### config.mk
export PLATFORM = sky130hd
export DESIGN_NAME = osc_clock_ctrl
export DESIGN_NICKNAME = d
export VERILOG_FILES = /design/src/common/osc_clock_pkg.sv /design/src/hdl/osc_clock_ctrl.sv
export SDC_FILE = /design/constraint.sdc
export NUM_CORES = 1
export LEC_CHECK = 0
export BUFFER_PORTS_ARGS = -buffer_cell sky130_fd_sc_hd__buf_4
export CORE_UTILIZATION = 48
export CTS_BUF_LIST = sky130_fd_sc_hd__clkbuf_2 sky130_fd_sc_hd__clkbuf_4 sky130_fd_sc_hd__clkbuf_8
export CTS_CLUSTER_SIZE = 10
export DETAILED_ROUTE_END_ITERATION = 12
export PLACE_DENSITY = 0.78
export SYNTH_ARGS = -nofsm -noshare
export SYNTH_HDL_FRONTEND = slang
export SYNTH_SLANG_ARGS = --single-unit
### constraint.sdc
create_clock -name i_clock -period 1.3 [get_ports i_clock]
set_input_delay 0.065 -clock i_clock [delete_from_list [all_inputs] [get_ports i_clock]]
set_output_delay 0.065 -clock i_clock [all_outputs]
set_load 0.01 [all_outputs]
### src/common/osc_clock_pkg.sv
// package: oscillator clock control constants, types and register layout
//
// Overview of operation
// - 10-bit counter waits 1024 crystal periods
// - start-up wait on POR, BOR, sleep wake
// - 32k secondary oscillator runs while enabled
// - secondary clocks device: group 00, enabled
// - PLL multiplies primary by four, eight, sixteen
// - lock bit follows PLL lock, read only
// - group 001 selects fast internal RC
// - four-bit trim, 1.5% steps, signed code
// - group 111 plus fuses 00101-00111 multiply RC
// - slow RC on at reset, kept if needed
// - monitor enabled keeps slow RC except sleep
// - failure: trap, group to RC, flag, switch clear
// - watchdog keeps slow RC clock when monitor off
// - power-up expiry before start forces failure
// - five groups; primary choice from fuses
// - current group read only; both fuse loaded
// - switch bit starts switch; clearing aborts
// - monitor fuses 1x disable switching and monitor
// - switching off: fuses choose, group only reflects
package osc_clock_pkg;

   // register byte addresses
   localparam logic [3:0] ADDR_CONTROL = 4'h0;
   localparam logic [3:0] ADDR_STATUS = 4'h4;

   // control register field positions
   localparam int POS_SWITCH_ENABLE = 0;
   localparam int POS_SECONDARY_EN = 1;
   localparam int POS_CLOCK_FAIL = 3;
   localparam int POS_LOCK = 5;
   localparam int POS_NEW_GROUP = 8;
   localparam int POS_TRIM_LO = 10;
   localparam int POS_CUR_GROUP = 12;
   localparam int POS_TRIM_HI = 14;

   // groups
   localparam logic [2:0] GROUP_SECONDARY = 3'h0;
   localparam logic [2:0] GROUP_FAST_RC = 3'h1;
   localparam logic [2:0] GROUP_SLOW_RC = 3'h2;
   localparam logic [2:0] GROUP_PRIMARY = 3'h3;
   localparam logic [2:0] GROUP_PRIMARY_PLL = 3'h7;

   // primary selection fuse codes that use the fast RC with the PLL
   localparam logic [4:0] FPS_RC_X4 = 5'h05;
   localparam logic [4:0] FPS_RC_X8 = 5'h06;
   localparam logic [4:0] FPS_RC_X16 = 5'h07;

   // unlock keys
   localparam logic [7:0] KEY_FIRST = 8'h46;
   localparam logic [7:0] KEY_SECOND = 8'h57;

   // timing
   localparam int STARTUP_COUNT = 1024;
   localparam int FAIL_WINDOW = 16;
   localparam logic [1:0] PLL_MUL_X4 = 2'h1;
   localparam logic [1:0] PLL_MUL_X8 = 2'h2;
   localparam logic [1:0] PLL_MUL_X16 = 2'h3;

   typedef enum logic [3:0] {
      SW_IDLE = 4'b0001,
      SW_START = 4'b0010,
      SW_WAIT = 4'b0100,
      SW_DONE = 4'b1000
   } switch_state_e;

   typedef struct packed {
      logic [1:0] key_stage;
      logic [2:0] cur_group;
      logic [2:0] new_group;
      logic [3:0] trim;
      logic secondary_en;
      logic switch_enable;
      logic clock_fail;
      logic fail_trap;
      logic [9:0] startup_cnt;
      logic startup_done;
      logic [4:0] fail_cnt;
      logic slow_rc_on;
      logic [15:0] rdata;
      logic rvalid;
      logic pulse_wait;
      switch_state_e sw_state;
   } osc_state_s;

endpackage

### src/hdl/osc_clock_ctrl.sv
// oscillator clock control with switching and fail-safe monitor
`timescale 1ns/1ps
`default_nettype none
module osc_clock_ctrl
   import osc_clock_pkg::*;
#(
   parameter int STARTUP_CYCLES = STARTUP_COUNT,
   parameter int FAIL_CYCLES = FAIL_WINDOW
) (
   // clock and reset
   input wire logic i_clock,
   input wire logic i_rstn,
   // avalon slave
   input wire logic [3:0] i_address,
   input wire logic i_read,
   input wire logic i_write,
   input wire logic [31:0] i_writedata,
   input wire logic [3:0] i_byteenable,
   output logic [31:0] o_readdata,
   output logic o_waitrequest,
   // fuses and system status
   input wire logic [2:0] i_group_select_fuses,
   input wire logic [4:0] i_primary_select_fuses,
   input wire logic [2:0] i_switch_monitor_fuses,
   input wire logic i_por_or_bor,
   input wire logic i_sleep,
   input wire logic i_sleep_wake,
   input wire logic i_powerup_timer_done,
   input wire logic i_watchdog_enable,
   input wire logic i_software_watchdog_enable,
   // analog feedback, asynchronous
   input wire logic i_pll_lock,
   input wire logic i_osc_tick,
   input wire logic i_sys_clock_tick,
   // clock controls
   output logic [2:0] o_active_group,
   output logic [1:0] o_pll_multiplier,
   output logic [3:0] o_frc_trim,
   output logic o_secondary_osc_on,
   output logic o_slow_rc_on,
   output logic o_clock_released,
   output logic o_clock_fail_trap
);

   // counters are 10 and 5 bits wide
   if (STARTUP_CYCLES < 2 || STARTUP_CYCLES > 1024) begin
      $error("STARTUP_CYCLES out of range");
   end
   if (FAIL_CYCLES < 2 || FAIL_CYCLES > 31) begin
      $error("FAIL_CYCLES out of range");
   end

   localparam logic [9:0] STARTUP_LAST = 10'(STARTUP_CYCLES - 1);
   localparam logic [4:0] FAIL_LAST = 5'(FAIL_CYCLES - 1);

   // three-stage synchronisers; stage 2 and 3 agreement accepts change
   logic [2:0] lock_sync_r, osc_sync_r, sys_sync_r;
   logic lock_q_r, osc_q_r, sys_q_r, osc_prev_r, sys_prev_r;
   always_ff @(posedge i_clock or negedge i_rstn) begin
      if (!i_rstn) begin
         lock_sync_r <= 3'h0;
         osc_sync_r <= 3'h0;
         sys_sync_r <= 3'h0;
         lock_q_r <= 1'b0;
         osc_q_r <= 1'b0;
         sys_q_r <= 1'b0;
         osc_prev_r <= 1'b0;
         sys_prev_r <= 1'b0;
      end else begin
         lock_sync_r <= {lock_sync_r[1:0], i_pll_lock};
         osc_sync_r <= {osc_sync_r[1:0], i_osc_tick};
         sys_sync_r <= {sys_sync_r[1:0], i_sys_clock_tick};
         if (lock_sync_r[1] == lock_sync_r[2]) begin
            lock_q_r <= lock_sync_r[2];
         end
         if (osc_sync_r[1] == osc_sync_r[2]) begin
            osc_q_r <= osc_sync_r[2];
         end
         if (sys_sync_r[1] == sys_sync_r[2]) begin
            sys_q_r <= sys_sync_r[2];
         end
         osc_prev_r <= osc_q_r;
         sys_prev_r <= sys_q_r;
      end
   end

   wire logic osc_edge = osc_q_r & ~osc_prev_r;
   wire logic sys_edge = sys_q_r & ~sys_prev_r;

   function automatic logic is_crystal(input logic [2:0] grp,
                                       input logic [4:0] fps);
      is_crystal = (grp == GROUP_SECONDARY) ||
         ((grp == GROUP_PRIMARY || grp == GROUP_PRIMARY_PLL) &&
          (fps[4:2] == 3'h0 || fps[4:2] == 3'h1 || fps[4:3] == 2'h2) &&
          // fast RC behind the PLL needs no crystal wait
          fps != FPS_RC_X4 && fps != FPS_RC_X8 && fps != FPS_RC_X16);
   endfunction

   osc_state_s st_r, st_nxt;
   logic switching_on, monitor_on, sel_we, key_ok;
   logic [2:0] eff_group;

   always_comb begin
      // 1x disables both switching and monitor
      switching_on = ~i_switch_monitor_fuses[1];
      monitor_on = ~i_switch_monitor_fuses[1] & ~i_switch_monitor_fuses[0];
      eff_group = switching_on ? st_r.cur_group
                               : i_group_select_fuses;
      sel_we = i_write && !st_r.pulse_wait && i_address == ADDR_CONTROL;
      key_ok = st_r.key_stage == 2'h2;
      st_nxt = st_r;
      st_nxt.fail_trap = 1'b0;
      st_nxt.rvalid = 1'b0;
      st_nxt.pulse_wait = (i_read || i_write) && !st_r.pulse_wait;

      // register access; low byte needs the key sequence
      if (sel_we && i_byteenable[0]) begin
         if (key_ok) begin
            st_nxt.key_stage = 2'h0;
            st_nxt.secondary_en = i_writedata[POS_SECONDARY_EN];
            if (!i_writedata[POS_SWITCH_ENABLE]) begin
               st_nxt.switch_enable = 1'b0;
            end else if (switching_on) begin
               st_nxt.switch_enable = 1'b1;
            end
            // clock fail flag is cleared only by a zero write
            if (!i_writedata[POS_CLOCK_FAIL]) begin
               st_nxt.clock_fail = 1'b0;
            end
         end else if (i_writedata[7:0] == KEY_FIRST) begin
            st_nxt.key_stage = 2'h1;
         end else if (st_r.key_stage == 2'h1 &&
                      i_writedata[7:0] == KEY_SECOND) begin
            st_nxt.key_stage = 2'h2;
         end else begin
            st_nxt.key_stage = 2'h0;
         end
      end else if (i_write && !st_r.pulse_wait) begin
         st_nxt.key_stage = 2'h0;
      end
      if (sel_we && i_byteenable[1]) begin
         st_nxt.new_group = i_writedata[POS_NEW_GROUP +: 3];
         st_nxt.trim = {i_writedata[POS_TRIM_HI +: 2],
                        i_writedata[POS_TRIM_LO +: 2]};
      end
      if (i_read && !st_r.pulse_wait) begin
         st_nxt.rvalid = 1'b1;
         if (i_address == ADDR_CONTROL) begin
            st_nxt.rdata = '0;
            st_nxt.rdata[POS_TRIM_HI +: 2] = st_r.trim[3:2];
            st_nxt.rdata[POS_CUR_GROUP +: 2] = eff_group[1:0];
            st_nxt.rdata[POS_TRIM_LO +: 2] = st_r.trim[1:0];
            st_nxt.rdata[POS_NEW_GROUP +: 2] = st_r.new_group[1:0];
            st_nxt.rdata[POS_LOCK] = lock_q_r;
            st_nxt.rdata[POS_CLOCK_FAIL] = st_r.clock_fail;
            st_nxt.rdata[POS_SECONDARY_EN] = st_r.secondary_en;
            st_nxt.rdata[POS_SWITCH_ENABLE] = st_r.switch_enable;
         end else if (i_address == ADDR_STATUS) begin
            st_nxt.rdata = {11'h0, st_r.startup_done, eff_group,
                            st_r.sw_state == SW_IDLE};
            st_nxt.rdata[15] = st_r.cur_group[2];
         end else begin
            st_nxt.rdata = 16'h0;
         end
      end

      // group switch sequence between whole groups only
      case (st_r.sw_state)
         SW_IDLE: begin
            if (st_r.switch_enable && switching_on) begin
               st_nxt.sw_state = SW_START;
            end
         end
         SW_START: begin
            st_nxt.startup_cnt = 10'h0;
            st_nxt.startup_done =
               !is_crystal(st_r.new_group, i_primary_select_fuses);
            st_nxt.sw_state = SW_WAIT;
         end
         SW_WAIT: begin
            if (!st_r.switch_enable) begin
               st_nxt.sw_state = SW_IDLE;
            end else if (st_r.startup_done) begin
               st_nxt.sw_state = SW_DONE;
            end
         end
         SW_DONE: begin
            st_nxt.cur_group = st_r.new_group;
            st_nxt.switch_enable = 1'b0;
            st_nxt.sw_state = SW_IDLE;
         end
         default: st_nxt.sw_state = SW_IDLE;
      endcase

      // crystal start-up wait, restarted on reset and sleep wake
      if (i_por_or_bor || i_sleep_wake) begin
         st_nxt.startup_cnt = 10'h0;
         st_nxt.startup_done = !is_crystal(eff_group, i_primary_select_fuses);
      end else if (!st_r.startup_done && osc_edge &&
                   st_r.sw_state != SW_START) begin
         st_nxt.startup_cnt = st_r.startup_cnt + 10'h1;
         if (st_r.startup_cnt == STARTUP_LAST) begin
            st_nxt.startup_done = 1'b1;
         end
      end
      if (i_por_or_bor) begin
         st_nxt.cur_group = i_group_select_fuses;
         st_nxt.new_group = i_group_select_fuses;
      end

      // fail-safe monitor; no system clock edge in window is failure
      // a reload must not race a trap on the group field
      if (!monitor_on || i_sleep || !i_powerup_timer_done || sys_edge ||
          i_por_or_bor) begin
         st_nxt.fail_cnt = 5'h0;
      end else if (st_r.fail_cnt != FAIL_LAST) begin
         st_nxt.fail_cnt = st_r.fail_cnt + 5'h1;
      end else if (st_r.cur_group != GROUP_FAST_RC) begin
         // also catches a slow crystal still starting at expiry
         st_nxt.fail_cnt = 5'h0;
         st_nxt.fail_trap = 1'b1;
         st_nxt.cur_group = GROUP_FAST_RC;
         st_nxt.clock_fail = 1'b1;
         st_nxt.switch_enable = 1'b0;
         st_nxt.sw_state = SW_IDLE;
      end

      // slow RC keep-alive; watchdog keeps it while the monitor is off
      if (i_por_or_bor) begin
         st_nxt.slow_rc_on = 1'b1;
      end else if (monitor_on) begin
         st_nxt.slow_rc_on = !i_sleep;
      end else if (i_powerup_timer_done) begin
         st_nxt.slow_rc_on = i_watchdog_enable ||
            i_software_watchdog_enable ||
            eff_group == GROUP_SLOW_RC;
      end
   end

   always_ff @(posedge i_clock or negedge i_rstn) begin
      if (!i_rstn) begin
         st_r <= '{key_stage: 2'h0, cur_group: GROUP_FAST_RC,
                   new_group: GROUP_FAST_RC, trim: 4'h0,
                   secondary_en: 1'b0, switch_enable: 1'b0,
                   clock_fail: 1'b0, fail_trap: 1'b0,
                   startup_cnt: 10'h0, startup_done: 1'b0,
                   fail_cnt: 5'h0, slow_rc_on: 1'b1,
                   rdata: 16'h0, rvalid: 1'b0, pulse_wait: 1'b0,
                   sw_state: SW_IDLE};
      end else begin
         st_r <= st_nxt;
      end
   end

   // registered outputs
   always_ff @(posedge i_clock or negedge i_rstn) begin
      if (!i_rstn) begin
         o_readdata <= 32'h0;
         o_waitrequest <= 1'b1;
         o_active_group <= GROUP_FAST_RC;
         o_pll_multiplier <= 2'h0;
         o_frc_trim <= 4'h0;
         o_secondary_osc_on <= 1'b0;
         o_slow_rc_on <= 1'b1;
         o_clock_released <= 1'b0;
         o_clock_fail_trap <= 1'b0;
      end else begin
         o_readdata <= {16'h0, st_nxt.rdata};
         o_waitrequest <= !st_nxt.pulse_wait;
         o_active_group <= (eff_group == GROUP_SECONDARY &&
                            !st_r.secondary_en) ? GROUP_FAST_RC
                                                : eff_group;
         if (eff_group == GROUP_PRIMARY_PLL) begin
            o_pll_multiplier <= i_primary_select_fuses[1:0];
         end else begin
            o_pll_multiplier <= 2'h0;
         end
         o_frc_trim <= st_r.trim;
         o_secondary_osc_on <= st_r.secondary_en;
         o_slow_rc_on <= st_r.slow_rc_on;
         o_clock_released <= st_r.startup_done &&
            (eff_group != GROUP_PRIMARY_PLL || lock_q_r);
         o_clock_fail_trap <= st_r.fail_trap;
      end
   end

   // checks
   chk_failure_side_effects: assert property (@(posedge i_clock)
      disable iff (!i_rstn) st_r.fail_trap |-> st_r.clock_fail &&
      st_r.cur_group == GROUP_FAST_RC && !st_r.switch_enable
      ##1 o_clock_fail_trap) else $error("failure effects wrong");
   chk_startup_count: assert property (@(posedge i_clock)
      disable iff (!i_rstn) $rose(st_r.startup_done) && !i_por_or_bor &&
      !$past(i_sleep_wake) && !$past(i_por_or_bor) &&
      $past(st_r.sw_state) != SW_START
      |-> $past(st_r.startup_cnt) == STARTUP_LAST)
      else $error("start-up count wrong");
   chk_disabled_no_switch: assert property (@(posedge i_clock)
      disable iff (!i_rstn) i_switch_monitor_fuses[1] |=> !st_r.fail_trap
      && !$rose(st_r.switch_enable) && st_r.sw_state != SW_DONE)
      else $error("switch when disabled");
   chk_abort_switch: assert property (@(posedge i_clock)
      disable iff (!i_rstn) st_r.sw_state == SW_WAIT && !st_r.switch_enable
      |=> st_r.sw_state == SW_IDLE) else $error("abort ignored");
   chk_fuse_load: assert property (@(posedge i_clock)
      disable iff (!i_rstn) i_por_or_bor |=> st_r.cur_group ==
      $past(i_group_select_fuses)) else $error("fuse load wrong");
   chk_slow_rc_monitor: assert property (@(posedge i_clock)
      disable iff (!i_rstn) monitor_on && !i_sleep && !i_por_or_bor
      |=> ##1 o_slow_rc_on | $past(i_sleep) | $past(i_sleep, 2))
      else $error("slow rc off");
   chk_fail_window: assert property (@(posedge i_clock)
      disable iff (!i_rstn) st_r.fail_trap |-> $past(st_r.fail_cnt) ==
      FAIL_LAST) else $error("window wrong");
   chk_lock_bit: assert property (@(posedge i_clock)
      disable iff (!i_rstn) i_read && !st_r.pulse_wait &&
      i_address == ADDR_CONTROL |=> o_readdata[POS_LOCK] == $past(lock_q_r))
      else $error("lock bit wrong");

endmodule
`default_nettype wire

After elaboration in Yosys (flattened, before gate mapping):

Index checks and enable logic that the tools add are counted.

* bitwise logic cells: 7
* equality and inequality tests: 27
* $add $sub $neg: 2
* reduce and logical (&&, ||, !) cells: 54
* mux-type cells: 42

Operators by type and width (count)
* $mux W11: 3
* $mux W16: 2
* $mux W3: 9
* $mux W4: 6
* $logic_and A1 B1 Y1: 20
* $eq A8 B7 Y1 const B: 2
* $mux W2: 8
* $logic_or A1 B1 Y1: 15
* $mux W5: 3
* $ne A5 B3 Y1 const B: 3
* $pmux W4 S3: 1
* $add A10 B1 Y10 const B: 1
* $eq A10 B10 Y1 const B: 1
* $eq A3 B2 Y1 const B: 3
* $logic_not A1 Y1: 9
* $logic_not A3 Y1: 3
* $reduce_bool A3 Y1: 3
* $eq A4 B3 Y1 const B: 2
* $mux W1: 8
* $mux W7: 1
* $eq A3 B3 Y1 const B: 2
* $mux W6: 1
* $add A5 B1 Y5 const B: 1
* $ne A5 B4 Y1 const B: 1
* 15 further kinds: 24

* logic and storage cells: 163
* register bits: 82
* output and inout port bits: 46

Depth between registers and ports, before layout:

Gate-level depths: netlist (run 1).

* word-level depth: 13
* mapped depth: 6
* mapped depth without buffers: 5

Least setup slack after synthesis (run 1):

OpenSTA, ideal clock, no wires.

* path type: register -> register
* start: reg st_r[28] (netlist name)
* end: reg st_r[28] (netlist name)
* data required time: 1213 ps
* path slack: -175 ps
* buffers on the path: 0
* clock period less this slack: 1475 ps
* arrival time: 1388 ps
* cell stages (with the launch flop): 5
* cells stage by stage: dfrtp_1 nor3b_4 nand3_2 o31a_1 a211oi_2

RTL lines
* start: declaration: line osc_clock_ctrl.sv:99 `osc_state_s st_r, st_nxt;`
* start signal: assignment: line osc_clock_ctrl.sv:242 `st_r <= '{key_stage: 2'h0, cur_group: GROUP_FAST_RC,`
* start signal: assignment: line osc_clock_ctrl.sv:251 `st_r <= st_nxt;`

==> impl_metrics.json, run 1 <==
{
  "status": "complete, but fails checks",
  "failing_checks": "negative setup slack",
  "timing.final.max_slew_violations": 0,
  "cts-buffers-inserted": 9,
  "clk_path_buf_depth": 2,
  "vias_per_cell": 5.26,
  "critical_path.cell_chain": "nor3b_4 > nor2_2 > a21oi_2 > and4_4",
  "power_leakage_uw": 0.00247,
  "die_w_um": 88.6,
  "port-buffer-count": 70,
  "tritoncts": "done",
  "fmax_mhz": 655,
  "place_hpwl_um": 5540,
  "synth_area_per_cell_um2": 11.5,
  "core_area_um2": 7250,
  "clk_transition_reported_paths_ns": 0.09,
  "worst_ep_required_time_ns": 1.60,
  "dieArea_um2": 7860,
  "synth_edf_count": 0,
  "grt_overflow_total": 0,
  "floorplan.initialDensity_pct": 49.7,
  "placement_rows": 31,
  "netlist.area_leader.share_pct": 50.7,
  "worstSetupPathType": "reg2reg",
  "final_layout_size_suffix_gt1_share_pct": 48.7,
  "max_stage_delay_ns": 0.54,
  "ys_async_sr_fraction_pct": 100,
  "cpMaxStageDelayCell": "dfstp_2",
  "fin_worst_skew_ns": 0.00941,
  "ys_seq_area_share_pct": 55.8,
  "grt_first_pass_wirelength_um": 13400,
  "yosys_warnings": 0,
  "netlist_area_um2": 3600,
  "vias": 2910,
  "first_pass_iters": 4,
  "rd_place_congestion": 0.800,
  "endpoint_kind": "flip-flop",
  "avgRoutedWirePerCell_um": 17.3,
  "total_switching_power_uw": 1440,
  "worst_setup_margin_ns": -0.228,
  "clock_sinks": 80,
  "pwr_density_cell_nw_per_um2": 1070,
  "p_int_uw": 4220,
  "antenna_violating_nets_post_route": 0,
  "sequential_cell_fraction_of_total_power_pct": 48.4,
  "post_synth_num_cell_types": 55,
  "drt_iter0_markers": 197,
  "layout-area-overhead-vs-synth_pct": 46.2,
  "power.share.clock_pct": 36.9,
  "postSynthRegisterBits": 80,
  "number_of_antenna_violations_at_the_first_check_in_global_routing": 0,
  "routed_wire_length_um": 9590,
  "worst_setup_path_start_kind": "flip-flop",
  "postSynth.topFlopCell": "dfrtp_1",
  "vias_in_the_first_global_route": 2753,
  "final.period_utilization_pct": 118,
  "cts_max_level": 3,
  "final_period_minus_worst_setup_slack_ns": 1.53,
  "worst-path-max-fanout": 3,
  "power_switching_share_pct": 25.4,
  "netlist_instances": 312,
  "insertion_delay_ns": 0.36,
  "dieHeight_um": 88.6,
  "boundaryPins": 110,
  "smallest_hold_slack_ns": 0.0355,
  "rsz0062_at_grt": "yes",
  "num-nets-final": 515,
  "number_of_antenna_diodes": 0,
  "power_frac_comb_pct": 14.8,
  "synthTopCellsByArea": "dfrtp_1 (51%), buf_4 (6.7%), dfstp_2 (5.1%), mux2i_1 (3.1%), o21ai_0 (2.2%)",
  "worst_ir_drop_vdd_mv": 0.680,
  "max_cap_violation_count": 0,
  "hold_crit_path_type": "in2reg",
  "root_buffer": "clkbuf_8",
  "remaining_drc_errors": 0,
  "track_usage_pct": 23.0,
  "arrival_time_worst_endpoint_ns": 1.82,
  "final-hold-violation-count": 0,
  "finalSetupTns_ns": -3.04,
  "grt_start_max_net_pins": 81,
  "yosysTopAreaCell": "dfrtp_1",
  "setup-violations-final": 39
}
## cells in the mapped netlist, types with 4 or more instances
| cell | count |
|---|---|
| nor4b_1 | 5 |
| nor2b_1 | 6 |
| and2_1 | 4 |
| nand2_1 | 18 |
| nor2_1 | 20 |
| xor2_1 | 8 |
| nand2b_1 | 7 |
| dfstp_2 | 7 |
| or3_1 | 4 |
| inv_1 | 8 |
| mux2_2 | 5 |
| nand3_1 | 9 |
| dfrtp_1 | 73 |
| nand4_1 | 7 |
| a22o_1 | 5 |
| o21ai_0 | 16 |
| buf_4 | 32 |
| mux2i_1 | 11 |
| a21oi_1 | 7 |
| o31ai_1 | 4 |
| a211oi_1 | 5 |
## area by class of cell
| cell class | count | area [µm²] |
|---|---|---|
| multi-input combinational | 203 | 1660 |
| inverter | 9 | 33.8 |
| tap | 99 | 124 |
| sequential | 80 | 2010 |
| fill | 463 | 1990 |
| timing repair buffer | 146 | 1210 |
| clock inverter | 6 | 91.3 |
| clock buffer | 10 | 138 |
## power groups by stage
stage               Sequential, µW  Combinational [µW]  Clock (µW)
detailed placement            2780                 664           0
CTS                           2730                 745        2110
floorplan                     2780                 312           0
global route                  2750                 904        2220
global placement              2770                 651           0
finish                        2740                 836        2090
## registers in the layout, indices dropped and copies added (netlist names), 2 cells and up
register          count
st_r                 38
osc_sync_r            3
o_frc_trim            4
o_active_group        3
sys_sync_r            3
o_pll_multiplier      2
o_readdata           14
lock_sync_r           3
## per-layer routing
layer / up-vias / routed length, µm / global-route usage (%) / part of all wire (%)
met1: 1444 / 3850 / 30.3 / 40
met3: 23 / 516 / 5.04 / 5.4
li1: 1332 / - / - / -
met5: - / 0 / 0 / 0
met2: 111 / 4930 / 36.9 / 51
met4: 0 / 291 / 9.53 / 3.0
## what timing repair did
item / 4_1_cts / 5_1_grt
gates resized for setup: 31 / 51
setup buffers: 8 / 12
hold buffers: 17 / 0
pin swaps: 11 / 26
endpoints found under the setup margin: 35 / 45
gates cloned: 0 / 1
endpoints found under the hold margin: 89 / 0
## worst paths after layout
check | from | endpoint | slack [ns] | cells past startpoint
worst max-delay path | st_r[50] | st_r[3] | -0.23 | 4
worst min register to register | lock_sync_r[0] | lock_sync_r[1] | 0.35 | 0
worst min-delay path | i_address[3] | o_readdata[2] | 0.04 | 4
max in group asynchronous | i_rstn | st_r[50] | 0.68 | 3
worst max register to register | st_r[50] | st_r[3] | -0.23 | 4
min in group asynchronous | i_rstn | o_frc_trim[1] | 0.24 | 3
## logic make-up after synthesis
logic type	count (synthesis)	synth area share [%]
fa+ha+maj	5	1.53
mux	17	5.00
flops	80	55.8
other cells	1	0.104
buf+inv	47	8.33
simple gates	106	18.5
xor+xnor	9	2.19
compound gates	47	8.51
## per-stage QoR
stage | total power (µW) | cell area, µm² | utilization [%] | std cells | setup WS (ns)
finish | 5660 | 5270 | 72.6 | 553 | -0.228
global route | 5880 | 5270 | 72.6 | 553 | -0.255
CTS | 5590 | 5010 | 69.1 | 544 | -0.143
detailed placement | 3440 | 4410 | 60.8 | 503 | -0.144
global placement | 3420 | 4410 | 60.8 | 503 | -0.0643
floorplan | 3100 | 3690 | - | 329 | -0.123
## worst max-delay path, delay by kind of cell (launching register included)
kind / cells / cell delay (ns)
flip-flops: 1 / 0.54
AO/OA/AOI/OAI: 1 / 0.24
AND/OR/NAND/NOR: 3 / 0.69
## layout by cell type, fill, tap and decap left out, types with 6 or more instances in the layout
cell,synthesis,layout
a211oi_2,1,6
inv_1,8,7
dfstp_2,7,7
clkbuf_8,0,10
mux2i_1,11,8
nor2_1,20,14
dlygate4sd3_1,0,17
dfrtp_1,73,70
buf_4,32,113
nand2_1,18,15
nand3_1,9,6
xor2_1,8,6
conb_1,1,18
buf_6,0,15
nand4_1,7,7
o21ai_0,16,11
No activity file was read; power rests on OpenSTA's default activity.
==> inputs of run 2 (changes only) <==
==> constraint.sdc (replaced) <==
create_clock -name i_clock -period 1.3 [get_ports i_clock]
set_input_delay 0.26 -clock i_clock [delete_from_list [all_inputs] [get_ports i_clock]]
set_output_delay 0.26 -clock i_clock [all_outputs]
set_load 0.01 [all_outputs]
==> run 2 against run 1 <==
  * The run still ends with negative setup slack left
  * Clock power shrank 17%
  * Highest routed layer unchanged
  * Largest cell class unchanged
  * Utilization shrank 3.9 points
  * Critical path depth grew 1
==> impl_metrics.json, run 2 (same netlist as run 1, synthesis figures left out) <==
{
  "hold_crit_path_type": "in2reg",
  "crit_path_start": "st_r[50]",
  "place_hpwl_um": 5470,
  "dieArea_um2": 7860,
  "timing.final.max_slew_violations": 0,
  "clk_path_buf_depth": 2,
  "tritoncts": "done",
  "layout.core_utilization_pct": 68.7,
  "non_filler_instance_count_after_layout": 540,
  "final_period_minus_worst_setup_slack_ns": 1.51,
  "flip_flop_count_of_the_largest_register_all_copies_and_words_added": 38,
  "num-nets-final": 502,
  "power_switching_share_pct": 27.8,
  "cpLargestDelayFamily": "flip-flops",
  "reg.largest.list": "st_r: 38 flops, o_readdata: 14 flops, o_frc_trim: 4 flops",
  "core_area_um2": 7250,
  "insertion_delay_ns": 0.36,
  "worst_ep_required_time_ns": 1.60,
  "vias_in_the_first_global_route": 2700,
  "drt_iter0_markers": 145,
  "finalSetupTns_ns": -2.01,
  "p_int_uw": 3780,
  "avgRoutedWirePerCell_um": 15.0,
  "critical_path_buf_inv_count": 1,
  "layout.cells.most_common_list": "buf_4 (118), dfrtp_1 (71), nor2_1 (18), conb_1 (18), nand2_1 (16)",
  "endpoint_kind": "flip-flop",
  "placed_cell_area_um2": 4410,
  "worst_setup_margin_ns": -0.212,
  "worst_setup_path_start_kind": "flip-flop",
  "clock_sinks": 80,
  "layout_commonest_cell": "buf_4",
  "routed_wire_length_um": 8090,
  "layout-area-overhead-vs-synth_pct": 38.4,
  "worst_ir_drop_vdd_mv": 0.600,
  "power_frac_comb_pct": 14.7,
  "dpl.cell_count": 502,
  "vias": 2721,
  "number_of_antenna_violations_at_the_first_check_in_global_routing": 0,
  "placement.setup.worst_slack_ns": -0.199,
  "power_leakage_uw": 0.00235,
  "dieHeight_um": 88.6,
  "arrival_time_worst_endpoint_ns": 1.81,
  "final_layout_size_suffix_gt1_share_pct": 46.0,
  "rsz0062_at_grt": "yes",
  "number_of_antenna_diodes": 0,
  "die_w_um": 88.6,
  "grt_first_pass_wirelength_um": 12500,
  "status": "complete, but fails checks",
  "boundaryPins": 110,
  "worstSetupPathType": "reg2reg",
  "sequential_cell_fraction_of_total_power_pct": 52.2,
  "regToRegStartpoint": "st_r[50]",
  "track_usage_pct": 21.4,
  "final.period_utilization_pct": 116,
  "rd_place_congestion": 0.822,
  "root_buffer": "clkbuf_8",
  "placement_rows": 31,
  "cts_max_level": 3,
  "first_pass_iters": 4,
  "final_design_area_no_fill_um2": 4990,
  "power.share.clock_pct": 33.1,
  "max_flop_register": "st_r",
  "pwr_density_cell_nw_per_um2": 1050,
  "cts-buffers-inserted": 9,
  "worst-path-max-fanout": 3,
  "max_cap_violation_count": 0,
  "antenna_violating_nets_post_route": 0,
  "critical_path.cell_chain": "nor3b_4 > buf_4 > nor2_4 > a21oi_2 > and4_4",
  "start_point_of_the_worst_min_delay_path": "i_primary_select_fuses[1]",
  "grt_overflow_total": 0,
  "remaining_drc_errors": 0,
  "cpMaxStageDelayCell": "dfstp_2",
  "max_stage_delay_ns": 0.57,
  "fin_worst_skew_ns": 0.0103,
  "final-hold-violation-count": 0,
  "grt_start_max_net_pins": 81,
  "setup-violations-final": 25,
  "fmax_mhz": 661,
  "floorplan.initialDensity_pct": 49.7,
  "vias_per_cell": 5.04,
  "total_switching_power_uw": 1460,
  "clk_transition_reported_paths_ns": 0.08,
  "failing_checks": "negative setup slack",
  "port-buffer-count": 70
}
[run 2: changes by cell type in the layout (fill, tap and decap cells not counted), sizes merged]
cell         change
clkinvlp         +2
dlygate4sd3     -13
clkinv           -2
clkbuf           -1
buf              +1
inv              +3
bufinv           -2
or2              -1
[run 2: layer usage]
layer | track usage [%] | share of wire [%]
met5 | 0 | 0
met4 | 9.82 | 2.7
met3 | 4.48 | 3.0
met2 | 36.3 | 52
met1 | 26.4 | 42
[run 2: power by group through the flow]
stage               sequential [µW]  clock [µW]  combinational, µW
CTS                            2730        1760                705
floorplan                      2780           0                316
finish                         2730        1730                770
detailed placement             2780           0                682
global placement               2770           0                667
global route                   2750        1850                840
[run 2: cell type report]
class	count	area [µm²]
flip-flops and latches	80	2010
clock inverters	7	61.3
fillers	499	2270
repair buffers	134	1080
inverters	9	33.8
well taps	99	124
clock buffers	9	124
multi-input cells	202	1550
[run 2: worst paths after layout]
check                                           end  slack, ns  depth (start not counted)
worst min register to register        osc_sync_r[1]       0.35                          0
worst max-delay path                        st_r[3]      -0.21                          5
min in group asynchronous                   st_r[4]       0.45                          3
max in group asynchronous                  st_r[47]       0.49                          3
worst max register to register              st_r[3]      -0.21                          5
worst min-delay path            o_pll_multiplier[1]       0.12                          2
[run 2: worst reg2reg max path: stages (launching register included)]
cell	delay [ns]
dfstp_2	0.57
nor3b_4	0.25
buf_4	0.16
nor2_4	0.04
a21oi_2	0.19
and4_4	0.24
[run 2: through the flow]
stage / power (µW) / hold WS [ns]
6_report: 5230 / 0.121
5_1_grt: 5440 / 0.126
4_1_cts: 5190 / 0.112
3_5_place_dp: 3460 / 0.320
3_3_place_gp: 3440 / 0.314
2_1_floorplan: 3100 / -0.0356
[run 2: timing repair]
| action | in CTS | in global routing |
|---|---|---|
| hold buffers | 4 | 0 |
| gates resized for setup | 13 | 40 |
| buffers inserted | 5 | 13 |
| endpoints found under the setup margin | 27 | 49 |
| pin swaps | 6 | 23 |
| cloned | 0 | 0 |
| hold endpoints to repair | 76 | 0 |
==> inputs of run 3 (changes only) <==
--- a/config.mk
+++ b/config.mk
@@ -6,6 +6,7 @@
 export NUM_CORES = 1
 export LEC_CHECK = 0
 export BUFFER_PORTS_ARGS = -buffer_cell sky130_fd_sc_hd__buf_4
+export CORE_MARGIN = 1.5
 export CORE_UTILIZATION = 48
 export CTS_BUF_LIST = sky130_fd_sc_hd__clkbuf_2 sky130_fd_sc_hd__clkbuf_4 sky130_fd_sc_hd__clkbuf_8
 export CTS_CLUSTER_SIZE = 10
==> run 3 against run 2 <==
  * The flow still finishes with violations (negative setup slack)
  * Die area up 2.3%
  * Global-route usage shrank 0.28 points
  * Flip-flop and latch count unchanged
  * Clock skew up 0.0034 ns
  * Maximum frequency is 3.8% higher
  * First-iteration DRC count shrank 3.4%
  * Non-clock buffer count decreased by 2
  * Count of clock-buffer cells in the layout rose by 1
  * Setup slack improved by 0.055 ns
  * Critical path depth fell by 1
  * Via count grew 1.4%
  * Largest cell class unchanged
  * Largest power group unchanged
==> impl_metrics.json, run 3 (same netlist as run 1, synthesis figures left out) <==
{
  "clk_path_buf_depth": 2,
  "fin_worst_skew_ns": 0.0137,
  "worst-path-stages": 4,
  "insertion_delay_ns": 0.36,
  "vias_per_cell": 5.13,
  "fmax_mhz": 686,
  "timing.final.max_slew_violations": 0,
  "grt_overflow_total": 0,
  "rsz0062_at_grt": "yes",
  "critical_path_buf_inv_count": 1,
  "cts_max_level": 3,
  "dieArea_um2": 8040,
  "finalSetupTns_ns": -1.31,
  "avgRoutedWirePerCell_um": 15.8,
  "endpoint_kind": "flip-flop",
  "sequential_cell_fraction_of_total_power_pct": 52.1,
  "arrival_time_worst_endpoint_ns": 1.72,
  "floorplan.initialDensity_pct": 49.7,
  "worstSetupPathType": "reg2reg",
  "layout.core_utilization_pct": 69.5,
  "max_flop_register": "st_r",
  "final_layout_size_suffix_gt1_share_pct": 46.5,
  "power_leakage_uw": 0.00238,
  "layout_commonest_cell": "buf_4",
  "antenna_violating_nets_post_route": 0,
  "first_pass_iters": 4,
  "num-nets-final": 500,
  "clock_sinks": 80,
  "drt_iter0_markers": 140,
  "power.share.clock_pct": 32.1,
  "vias": 2760,
  "cpLargestDelayFamily": "simple AND/OR/NAND/NOR gates",
  "pwr_density_cell_nw_per_um2": 1040,
  "cts-buffers-inserted": 9,
  "worst_ep_required_time_ns": 1.56,
  "worstRegToRegCells": 4,
  "die_w_um": 89.6,
  "final_period_minus_worst_setup_slack_ns": 1.46,
  "root_buffer": "clkbuf_8",
  "worst_setup_margin_ns": -0.158,
  "hold-path-cell-count": 1,
  "flip_flop_count_of_the_largest_register_all_copies_and_words_added": 38,
  "final-hold-violation-count": 0,
  "critical_path.cell_chain": "nor3b_4 > nor3_4 > buf_6 > nor4b_2",
  "dieHeight_um": 89.6,
  "track_usage_pct": 21.2,
  "reg.largest.list": "st_r: 38 flops, o_readdata: 14 flops, o_frc_trim: 4 flops",
  "setup-violations-final": 18,
  "max_cap_violation_count": 0,
  "vias_in_the_first_global_route": 2775,
  "rd_place_congestion": 0.816,
  "worst_setup_path_start_kind": "flip-flop",
  "hold_crit_path_type": "in2reg",
  "smallest_hold_slack_ns": 0.00996,
  "layout-area-overhead-vs-synth_pct": 39.8,
  "grt_first_pass_wirelength_um": 12800,
  "worst-path-max-fanout": 6,
  "grt_start_max_net_pins": 36,
  "final.period_utilization_pct": 112,
  "worst_ir_drop_vdd_mv": 0.500,
  "tritoncts": "done",
  "routed_wire_length_um": 8500,
  "status": "complete, but fails checks",
  "port-buffer-count": 70,
  "power_frac_comb_pct": 15.7,
  "p_int_uw": 3820,
  "total_switching_power_uw": 1420,
  "cpMaxStageDelayCell": "dfstp_2",
  "number_of_antenna_violations_at_the_first_check_in_global_routing": 0,
  "total_power_of_the_final_layout_uw": 5240,
  "placement_rows": 31,
  "remaining_drc_errors": 0,
  "layout.cells.most_common_list": "buf_4 (115), dfrtp_1 (72), nor2_1 (18), nand2_1 (18), conb_1 (18)",
  "clk_transition_reported_paths_ns": 0.08,
  "power_switching_share_pct": 27.0,
  "number_of_antenna_diodes": 0,
  "failing_checks": "negative setup slack",
  "place_hpwl_um": 5770,
  "core_area_um2": 7250,
  "boundaryPins": 110,
  "max_stage_delay_ns": 0.56
}
==> run 3: changes by cell type in the layout (fill, tap and decap cells not counted), moves of 2 or more <==
| cell | delta |
|---|---|
| nand2_2 | -2 |
| nand2_1 | +2 |
| buf_4 | -3 |
| o31ai_1 | -2 |
| inv_6 | -2 |
| clkinv_2 | +2 |
==> run 3: repair_timing <==
action                                  in CTS  in global routing
setup buffers                                5                  7
pin swaps                                    6                 16
resized for setup                           23                 39
hold endpoints to repair                    37                  2
endpoints found under the setup margin      35                 44
hold buffers                                 1                  2
==> run 3: final timing paths <==
path / startpoint / to / slack (ns)
setup / recovery: st_r[50] / st_r[41] / -0.16
hold / removal: i_pll_lock / lock_sync_r[0] / 0.01
setup reg to reg: st_r[50] / st_r[41] / -0.16
hold reg to reg: st_r[39] / o_clock_fail_trap / 0.34
max in group asynchronous: i_rstn / st_r[0] / 0.50
min in group asynchronous: i_rstn / lock_sync_r[1] / 0.30
==> run 3: layer usage <==
| metal | share of wire, % | up-vias | GRT usage [%] |
|---|---|---|---|
| met4 | 1.6 | 0 | 7.69 |
| met5 | 0 | - | 0 |
| met3 | 3.9 | 16 | 6.12 |
| met2 | 53 | 78 | 35.9 |
| met1 | 41 | 1366 | 25.8 |
| li1 | - | 1300 | - |
==> run 3: cell type report <==
type | instances | area [µm²]
flip-flops and latches | 80 | 2010
multi-input cells | 202 | 1620
fillers | 531 | 2210
well taps | 99 | 124
clock buffers | 10 | 138
repair buffers | 132 | 1070
clock inverters | 6 | 43.8
inverters | 9 | 33.8
==> run 3: power by group through the flow <==
stage | clock network, µW | registers, µW | logic (µW)
floorplan | 0 | 2780 | 316
global placement | 0 | 2770 | 679
detailed placement | 0 | 2770 | 696
CTS | 1700 | 2730 | 737
global route | 1810 | 2750 | 895
finish | 1680 | 2730 | 824
==> run 3: stage by stage <==
| step | setup slack (ns) | cell area (µm²) | instances |
|---|---|---|---|
| final | -0.158 | 5040 | 538 |
| after floorplan | -0.123 | 3700 | 329 |
| after CTS | -0.0797 | 4800 | 529 |
| after global placement | -0.134 | 4460 | 507 |
| after global routing | -0.198 | 5040 | 538 |
| after detailed placement | -0.196 | 4460 | 507 |
